File: src/hw/fbi_regs.vh
// Constants for the flash bus host controller.
// Assumes inclusion by the host controller files only.
`ifndef FBI_REGS_VH
`define FBI_REGS_VH
// Bus timing in ns, plain defaults to be set per part, and the clock period
`define FBI_CLK_PERIOD_NS 20
`define FBI_ACCESS_NS 50
`define FBI_WRITE_PULSE_NS 50
`define FBI_SETUP_NS 20
`define FBI_IDLE_STANDBY_NS 150
// Operation codes on the host command port
`define FBI_OP_READ 2'h0
`define FBI_OP_WRITE 2'h1
`define FBI_OP_SIG 2'h2
// Address bit positions with special meaning
`define FBI_ADDR_SIG_BIT 1
`define FBI_ADDR_LSB 0
// Top data pin, which carries the byte select in byte mode
`define FBI_DQ_TOP 15
// Lane enables: all lanes, low byte only, top pin only
`define FBI_LANES_WORD 16'hffff
`define FBI_LANES_BYTE 16'h00ff
`define FBI_LANES_TOP 16'h8000
// Extra read wait that covers the two-flop input synchroniser
`define FBI_SYNC_EXTRA 4'h2
`endif

File: src/hw/fbi_sync.v
// Two-stage synchroniser for a vector of pin inputs.
// Assumes its inputs are asynchronous to clk.
`timescale 1ns/100ps
module fbi_sync #(
    parameter WIDTH = 16
) (
    input wire clk,
    input wire nrst,
    input wire ce,
    input wire [WIDTH-1:0] d,
    output reg [WIDTH-1:0] q
);
    reg [WIDTH-1:0] meta_reg; // First stage, read only by q
    ////////////////////////////////////////////////////////////////
    // Two flops in series
    always @(posedge clk or negedge nrst) begin
        if (!nrst) begin
            meta_reg <= {WIDTH{1'b0}};
            q <= {WIDTH{1'b0}};
        end else if (ce) begin
            meta_reg <= d;
            q <= meta_reg;
        end
    end
endmodule // fbi_sync

File: src/hw/fbi_host.v
// Host-side controller driving an asynchronous parallel flash bus.
// Assumes a single 50 MHz clock; flash pins are wired via the bench.
// How it works
// - Read: select, output enable low, write high
// - Write: address set before later falling edge
// - Data held valid around first rising edge
// - Output enable stays high during writes
// - Signature read: elevated select, address bit1 low
`timescale 1ns/100ps
`include "fbi_regs.vh"
module fbi_host #(
    parameter AW = 18, // Word address width
    parameter ACC_CYC = (`FBI_ACCESS_NS + `FBI_CLK_PERIOD_NS - 1) / `FBI_CLK_PERIOD_NS,
    parameter WP_CYC = (`FBI_WRITE_PULSE_NS + `FBI_CLK_PERIOD_NS - 1) / `FBI_CLK_PERIOD_NS,
    parameter SU_CYC = (`FBI_SETUP_NS + `FBI_CLK_PERIOD_NS - 1) / `FBI_CLK_PERIOD_NS
) (
    input wire CORE_CLK,
    input wire NRST,
    input wire CLK_EN,
    // User command port
    input wire REQ_VALID,
    input wire [1:0] REQ_OP,
    input wire [AW-1:0] REQ_ADDR,
    input wire [15:0] REQ_WDATA,
    input wire BYTE_MODE,
    input wire SUPPLY_OK,
    output reg REQ_READY,
    output reg RSP_VALID,
    output reg [15:0] RSP_RDATA,
    output reg REQ_REFUSED,
    // Flash pins
    output reg FL_CE_N,
    output reg FL_OE_N,
    output reg FL_WE_N,
    output reg [AW-1:0] FL_ADDR,
    output reg FL_SIG_HV,
    output reg FL_BYTE_N,
    input wire [15:0] FL_DQ_IN,
    output reg [15:0] FL_DQ_OUT,
    output reg [15:0] FL_DQ_OE
);
    ////////////////////////////////////////////////////////////////
    // States, one-hot
    localparam S_IDLE = 6'h01;
    localparam S_SETUP = 6'h02; // Address settles, strobes high
    localparam S_RDWAIT = 6'h04; // Select and OE low, waiting access
    localparam S_WRPULSE = 6'h08; // Select and WE low
    localparam S_WRHOLD = 6'h10; // WE high, data still driven
    localparam S_DONE = 6'h20; // Strobes high, data released
    localparam CW = 4;
    localparam [CW-1:0] ACC_N = ACC_CYC[CW-1:0];
    localparam [CW-1:0] WP_N = WP_CYC[CW-1:0];
    localparam [CW-1:0] SU_N = SU_CYC[CW-1:0];

    // Data lane enables for the current bus width: all lanes, or low byte only
    function [15:0] lane_mask;
        input byte_n;
        begin
            lane_mask = byte_n ? `FBI_LANES_WORD : `FBI_LANES_BYTE;
        end
    endfunction

    reg [5:0] state_reg, state_next;
    reg [CW-1:0] cnt_reg, cnt_next;
    reg is_wr_reg; // Current op is a write
    wire [15:0] dq_sync; // Flash data after two flops
    wire supply_sync; // Supply lockout level after two flops
    wire [16:0] sync_out;

    fbi_sync #(.WIDTH(17)) u_sync (
        .clk(CORE_CLK),
        .nrst(NRST),
        .ce(CLK_EN),
        .d({SUPPLY_OK, FL_DQ_IN}),
        .q(sync_out)
    );
    assign dq_sync = sync_out[15:0];
    assign supply_sync = sync_out[16];

    ////////////////////////////////////////////////////////////////
    // Next-state logic
    always @* begin
        state_next = state_reg;
        cnt_next = cnt_reg;
        case (state_reg)
            S_IDLE: begin
                if (REQ_VALID && REQ_READY) begin
                    state_next = S_SETUP;
                    cnt_next = SU_N;
                end
            end
            S_SETUP: begin
                // Address stable before the strobes fall
                if (cnt_reg > 4'h1) begin
                    cnt_next = cnt_reg - 4'h1;
                end else begin
                    state_next = is_wr_reg ? S_WRPULSE : S_RDWAIT;
                    // Two extra cycles cover the input synchroniser
                    cnt_next = is_wr_reg ? WP_N : ACC_N + `FBI_SYNC_EXTRA;
                end
            end
            S_RDWAIT, S_WRPULSE: begin
                // Strobe width well above glitch filter
                if (cnt_reg > 4'h1) begin
                    cnt_next = cnt_reg - 4'h1;
                end else begin
                    state_next = (state_reg == S_RDWAIT) ? S_DONE : S_WRHOLD;
                end
            end
            S_WRHOLD: state_next = S_DONE;
            S_DONE: state_next = S_IDLE;
            default: state_next = S_IDLE;
        endcase
    end

    ////////////////////////////////////////////////////////////////
    // State, pins and answers, all registered
    always @(posedge CORE_CLK or negedge NRST) begin
        if (!NRST) begin
            state_reg <= S_IDLE;
            cnt_reg <= {CW{1'b0}};
            is_wr_reg <= 1'b0;
            REQ_READY <= 1'b0;
            RSP_VALID <= 1'b0;
            RSP_RDATA <= 16'h0000;
            REQ_REFUSED <= 1'b0;
            FL_CE_N <= 1'b1;
            FL_OE_N <= 1'b1;
            FL_WE_N <= 1'b1;
            FL_ADDR <= {AW{1'b0}};
            FL_SIG_HV <= 1'b0;
            FL_BYTE_N <= 1'b1;
            FL_DQ_OUT <= 16'h0000;
            FL_DQ_OE <= 16'h0000;
        end else if (CLK_EN) begin
            state_reg <= state_next;
            cnt_reg <= cnt_next;
            RSP_VALID <= 1'b0;
            REQ_REFUSED <= 1'b0;
            REQ_READY <= (state_next == S_IDLE) && !(REQ_VALID && REQ_READY);
            case (state_reg)
                S_IDLE: begin
                    if (REQ_VALID && REQ_READY) begin
                        if (REQ_OP == `FBI_OP_WRITE && !supply_sync) begin
                            // Supply locked out: never start a write
                            state_reg <= S_IDLE;
                            REQ_REFUSED <= 1'b1;
                            REQ_READY <= 1'b1;
                        end else begin
                            is_wr_reg <= (REQ_OP == `FBI_OP_WRITE);
                            // Byte mode: pins carry the word, the top data pin the byte
                            // Limitation: in byte mode the top address pin stays low
                            FL_ADDR <= BYTE_MODE ? (REQ_ADDR >> 1) : REQ_ADDR;
                            FL_BYTE_N <= !BYTE_MODE;
                            // Signature: select pin high, address bit 1 low
                            FL_SIG_HV <= (REQ_OP == `FBI_OP_SIG);
                            if (REQ_OP == `FBI_OP_SIG) begin
                                FL_ADDR[`FBI_ADDR_SIG_BIT] <= 1'b0;
                            end
                            // Byte mode: lowest address on top data pin
                            FL_DQ_OUT <= REQ_WDATA;
                            if (BYTE_MODE) begin
                                FL_DQ_OUT[`FBI_DQ_TOP] <= REQ_ADDR[`FBI_ADDR_LSB];
                            end
                            FL_DQ_OE <= BYTE_MODE ? `FBI_LANES_TOP : 16'h0000;
                        end
                    end
                end
                S_SETUP: begin
                    if (state_next != S_SETUP) begin
                        FL_CE_N <= 1'b0;
                        if (is_wr_reg) begin
                            FL_WE_N <= 1'b0;
                            FL_OE_N <= 1'b1;
                            FL_DQ_OE <= lane_mask(FL_BYTE_N) | FL_DQ_OE;
                        end else begin
                            FL_OE_N <= 1'b0;
                        end
                    end
                end
                S_RDWAIT: begin
                    if (state_next == S_DONE) begin
                        RSP_RDATA <= dq_sync & lane_mask(FL_BYTE_N);
                        RSP_VALID <= 1'b1;
                        FL_OE_N <= 1'b1;
                        FL_CE_N <= 1'b1;
                    end
                end
                S_WRPULSE: begin
                    if (state_next == S_WRHOLD) begin
                        // Both strobes rise together; data still held
                        FL_WE_N <= 1'b1;
                        FL_CE_N <= 1'b1;
                    end
                end
                S_WRHOLD: begin
                    FL_DQ_OE <= 16'h0000;
                    RSP_VALID <= 1'b1;
                end
                S_DONE: begin
                    FL_SIG_HV <= 1'b0;
                    FL_DQ_OE <= 16'h0000;
                end
                default: begin
                    FL_CE_N <= 1'b1;
                end
            endcase
        end
    end
endmodule // fbi_host

File: config.mk
export PLATFORM = sky130hd
export DESIGN_NAME = fbi_host
export DESIGN_NICKNAME = d
export VERILOG_FILES = /design/src/hw/fbi_sync.v /design/src/hw/fbi_host.v
export VERILOG_INCLUDE_DIRS = /design/src /design/src/hw
export SDC_FILE = /design/constraint.sdc
export NUM_CORES = 1
export LEC_CHECK = 0
export ABC_AREA = 0
export BUFFER_PORTS_ARGS = -buffer_cell sky130_fd_sc_hd__buf_2
export CORE_ASPECT_RATIO = 1.1
export CORE_MARGIN = 4
export CORE_UTILIZATION = 49
export CTS_BUF_LIST = sky130_fd_sc_hd__clkbuf_8
export DETAILED_ROUTE_END_ITERATION = 16
export PLACE_DENSITY_LB_ADDON = 0.05
export SLEW_MARGIN = 20
export SYNTH_ARGS = -nofsm -noshare
export SYNTH_HDL_FRONTEND = slang
export SYNTH_SLANG_ARGS = --single-unit
File: constraint.sdc
create_clock -name CORE_CLK -period 2.02 [get_ports CORE_CLK]
set_input_delay 0.101 -clock CORE_CLK [delete_from_list [all_inputs] [get_ports CORE_CLK]]
set_output_delay 0.101 -clock CORE_CLK [all_outputs]
set_load 0.01 [all_outputs]
Yosys cells after proc, flatten, opt, wreduce, memory -nomap -nowiden
Index checks and enable logic that the tools add are counted. Widths: inputs -> output; s select.

Input bits: 58. Bits in registers: 119.

Add/sub/neg operators: 1. Magnitude comparators: 1. Bitwise operators: 4. Equality and inequality tests: 19. Multiplexer cells: 45. Reductions and logical operators: 22.

Operators with widths (count): $mux 16 (6); $pmux 16 s3 (1); $mux 6 (7); $pmux 6 s4 (1); $mux 1 (18); $mux 18 (1); $and 16x16->16 (1); $mux 4 (4); $or 16x16->16 (1); $reduce_and 4->1 (4); $eq 6x1->1 const B (2); $eq 6x5->1 const B (2); $eq 6x6->1 const B (2); $ne 2x2->1 const B (6); $pmux 4 s3 (1); $reduce_and 5->1 (2); $pmux 1 s2 (4); $eq 6x2->1 const B (1); $eq 6x3->1 const B (1); $eq 6x4->1 const B (1); $ne 6x2->1 const B (1); $reduce_and 6->1 (1); $reduce_bool 2->1 (3); $reduce_bool 3->1 (2); 13 further kinds (19).

Longest topological paths before layout
Word-level depth: 9. Mapped depth: 9. Gate-level depth less buffers: 7.

Cells and area by module
From an unflattened synthesis, not the netlist that was laid out.

Cell total of the unflattened synthesis: 389. Area, all modules: 5358.9 µm².

By module, submodules not included: fbi_host (area each 3941.3 µm², times used 1, cells each 317); fbi_sync (area each 1417.6 µm², times used 1, cells each 72).

Least setup slack after synthesis
OpenSTA, ideal clock, no wires.

Kind: reg2reg. From: register state_reg[0]. To: register RSP_RDATA[5]. Period minus slack after synthesis: 2.046 ns. Library setup time: 0.125 ns. Arrival time: 1.921 ns. Required time: 1.895 ns. Stages on the path, launching flop included: 7. Slack: -0.026 ns. Cells stage by stage: dfstp_2 buf_6 or4_4 nor3b_2 o211ai_2 buf_6 mux2_4.

Cells in the longest elaborated chain, start to end: 6.

RTL lines: start, declared (line fbi_host.v:63) `reg [5:0] state_reg, state_next;`; start signal, assigned (line fbi_host.v:136) `state_reg <= state_next;`; $eq 6x3->1 (line fbi_host.v:85, fbi_host.v:107, fbi_host.v:141); $mux 6 (line fbi_host.v:107) `state_next = (state_reg == S_RDWAIT) ? S_DONE : S_WRHOLD;`; $mux 6 (line fbi_host.v:104) `if (cnt_reg > 4'h1) begin`; $pmux 6 s4 (line fbi_host.v:85) `case (state_reg)`; $eq 6x6->1 (line fbi_host.v:182) `if (state_next == S_DONE) begin`; $reduce_and 3->1 (no line) (*); end signal, assigned (line fbi_host.v:183) `RSP_RDATA <= dq_sync & lane_mask(FL_BYTE_N);`; end, declared (line fbi_host.v:29) `output reg [15:0] RSP_RDATA,`.

Mark *: on every way between the ends. The rest lies on a longest branch, timed or not. A chain may end at the register's enable or synchronous reset.

Worst setup path after layout
From: register state_reg[0]. To: register RSP_RDATA[7].

The elaborated chain is that of the path after synthesis.

==> summary.md <==
| Metric | Value |
|---|---|
| Status | complete, but fails checks |
| Violated checks | negative setup slack |
| DP Cell Count | around 660 |
| Mapped Area | 4950 µm² |
| Final core utilization | between 60% and 70% |
| Post-synth ARST share | 100% |
| CTS root buffer | clkbuf_8 |
| Nets | 647 |
| Clk pwr share | between 10% and 20% |
| First DRT Iteration DRCs | 75 |
| Detail Route Antenna Nets | 0 |
| GP Congestion | 0.883 |
| Grt total ovfl | 0 |
| Max clock buf depth | 2 |
| Tot GR Track Use | ~20% |
| Via count | 3737 |
| Logic pwr share | 33.9% |
| Largest register FFs | 18 |
| Power Density | 1080 nW/µm² |
| Critical Path Fanout Max | 6 |
| Ant diodes | 0 |
| CTS tree | done |
| Global-route wire length before repair | 19100 µm |
| Reg power frac | 46.3% |
| Routed wire length | 11600 µm |
| CP Buf/Inv Count | 1 |
| Tcrit/Tclk final | 100% |
| Slowest CP cell | or4_4 |
| Io pins | 132 |
| Leakage | 3.19 nW |
| Layout Skew | ~0.0097 ns |
| Switching share of power | 33.9% |
| Avg Cell Area, Syn | 11.9 µm² |
| Fin crit period | 2.02 ns |
| Die area | 11800 µm² |
| Critical path, cell by cell | or4_4 -> nor3b_4 -> o211ai_4 -> clkbuf_16 -> mux2_4 |
| P_sw | 0.00239 W |
| Post-route DRC | 0 |
| Max Cap Viol | 0 |
| Final WS setup | -0.00390 ns |
| Ys flop type | dfrtp_1 |
| DRT Pass-1 Iters | 4 |
| Post-DP HPWL | roughly 8000 µm |
| Hold violation count in the final report | 0 |
| CP delay by family, top | simple AND/OR/NAND/NOR gates |
| Seq/Total Area, Yosys | between 50% and 60% |
| Layout cell share with drive strength beyond 1 | 44.4% |
| Setup crit end kind | flip-flop |
| Post-synth top cells | dfrtp_1 (107), mux2_2 (56), nand2_1 (45), o21ai_0 (41) |
| Internal power | 0.00466 W |
| Worst min path class | input pin to flip-flop |
| Post-synth EDFFs | 0 |
| Clock sink total | 112 |
| Flops & latches, synth | about 110 |
| Die Y | 113 µm |
| Setup Viol. Count Final | 1 |
| Crit path launch type | flip-flop |
| F_max | 494 MHz |
| Most numerous cell in the Yosys netlist | dfrtp_1 |
| Synth warn | 0 |
| Vias in the first global route | between 3000 and 4000 |
| Placed cell area | 5790 µm² |
| CTS clk-pin slew, worst paths | 0.10 ns |
| Final Max Slew Viols | 0 |
| Final Instance Count excl. Fillers | 712 |
| Synth area leaders | dfrtp_1 (54%), mux2_2 (13%), o21ai_0 (4.1%), mux2i_1 (3.6%), nand2_1 (3.4%) |
| H-tree level count | 3 |
| Least-Margin Pin Slew | roughly 0.6 ns |
| Via density | 5.25 |
| Row count | 38 |
| Cell area after layout | 6500 µm² |
| Largest net degree at the start of global routing | 58 |
| Number of buffers added on ports | 131 |
| Num CTS Buffers | 9 |
| Initial Util | 50.3% |
| Die Width | 104 µm |
| WP data arrival | between 2 and 2.5 ns |
| Syn-to-layout area delta | 31.4% |
| Hold Slack | 0.0271 ns |
| CP Class | flip-flop to flip-flop |
| Pre-CTS WS | -0.0609 ns |
| Crit path required time | 2.28 ns |
| Rel. slew slack | 59.0% |
| Initial antenna violation count | 0 |
| Clock latency on the worst-skew pair | 0.37 ns |
| WL/cell | 16.3 µm |
| Synth unique cells | 60 |
| RSZ-0062 raised after global routing | yes |
| Core area | ~9800 µm² |
| Syn Inst Count | 414 |
| Synth area leader | dfrtp_1 |
| Peak VDD IR | 0.000650 V |
| Top cell type's share of synthesized area | roughly 54% |
| CP max stage delay | 0.57 ns |
| Syn Nets | 474 |
## power by group through the flow
stage,clock (W),combinational [W],sequential [W]
5_1_grt,0.00154,0.00263,0.00336
3_3_place_gp,0,0.00221,0.00328
2_1_floorplan,0,0.00113,0.00349
6_report,0.00140,0.00239,0.00326
4_1_cts,0.00144,0.00232,0.00326
3_5_place_dp,0,0.00226,0.00330
## per-layer routing
layer | wire (µm) | part of all wire, % | up-vias | GRT usage (%)
met3 | 776 | 6.7 | 24 | 4.81
met5 | 0 | 0 | - | 0
met4 | 295 | 2.5 | 0 | 8.16
met1 | 4800 | 41 | 1798 | 24.1
li1 | - | - | 1796 | -
met2 | 5760 | 49 | 119 | 35.1
## final cells by class
cell class	instances	area, µm²
Clock buffer	10	138
Clock inverter	6	73.8
Fill cell	789	3340
Inverter	6	22.5
Multi-Input combinational cell	263	2000
Sequential cell	112	2810
Tap cell	120	150
Timing Repair Buffer	195	1300
## layout by cell type, fill, tap and decap left out, types with 7 or more instances in the layout
master | synthesis | final
mux2_2 | 56 | 56
clkbuf_8 | 2 | 10
buf_4 | 7 | 24
a21oi_1 | 7 | 7
nand2_1 | 45 | 45
o21a_1 | 9 | 9
dlygate4sd3_1 | 0 | 35
buf_2 | 1 | 130
nor2_1 | 19 | 16
dfrtp_1 | 107 | 107
o21ai_0 | 41 | 38
mux2i_1 | 18 | 18
## logic make-up after synthesis
logic type | after synthesis | share of synthesized area [%]
AO/OA/AOI/OAI | 84 | 10.9
adder cells (fa/ha/maj) | 2 | 0.506
XOR/XNOR | 3 | 0.531
multiplexers | 77 | 17.3
AND/OR/NAND/NOR | 97 | 9.74
flip-flops | 112 | 56.8
buffers and inverters | 39 | 4.30
## tightest hold or removal path: stages
cell and delay [ns]:
buf_2 0.11, nand2b_1 0.06, o21ai_0 0.08
## repair_timing
action                                  CTS  global route
resized for setup                         2            19
endpoints found under the setup margin    2            20
gates cloned                              0             2
pin swaps                                 4             4
endpoints found under the hold margin    67             0
hold buffers                             35             0
buffers inserted                          1             3
## through the flow
step                      setup TNS (ns)  power (W)
after floorplan                 -0.00935    0.00463
after global placement           -0.0117    0.00549
after detailed placement         -0.0625    0.00556
after CTS                              0    0.00702
after global routing              -0.441    0.00753
final                           -0.00390    0.00705
## final timing paths
path / end / depth (start not counted) / slack [ns] / start
max: RSP_RDATA[7]$_DFFE_PN0P_ / 5 / -0.004 / state_reg[0]$_DFFE_PN1P_
min: is_wr_reg$_DFFE_PN0P_ / 3 / 0.03 / REQ_OP[0]
max reg2reg: RSP_RDATA[7]$_DFFE_PN0P_ / 5 / -0.004 / state_reg[0]$_DFFE_PN1P_
min reg2reg: FL_ADDR[1]$_DFFE_PN0P_ / 2 / 0.48 / FL_ADDR[1]$_DFFE_PN0P_
max in group asynchronous: FL_OE_N$_DFFE_PN1P_ / 3 / 1.02 / NRST
min in group asynchronous: cnt_reg[1]$_DFFE_PN0P_ / 2 / 0.23 / NRST
No activity file was read; power rests on OpenSTA's default activity.
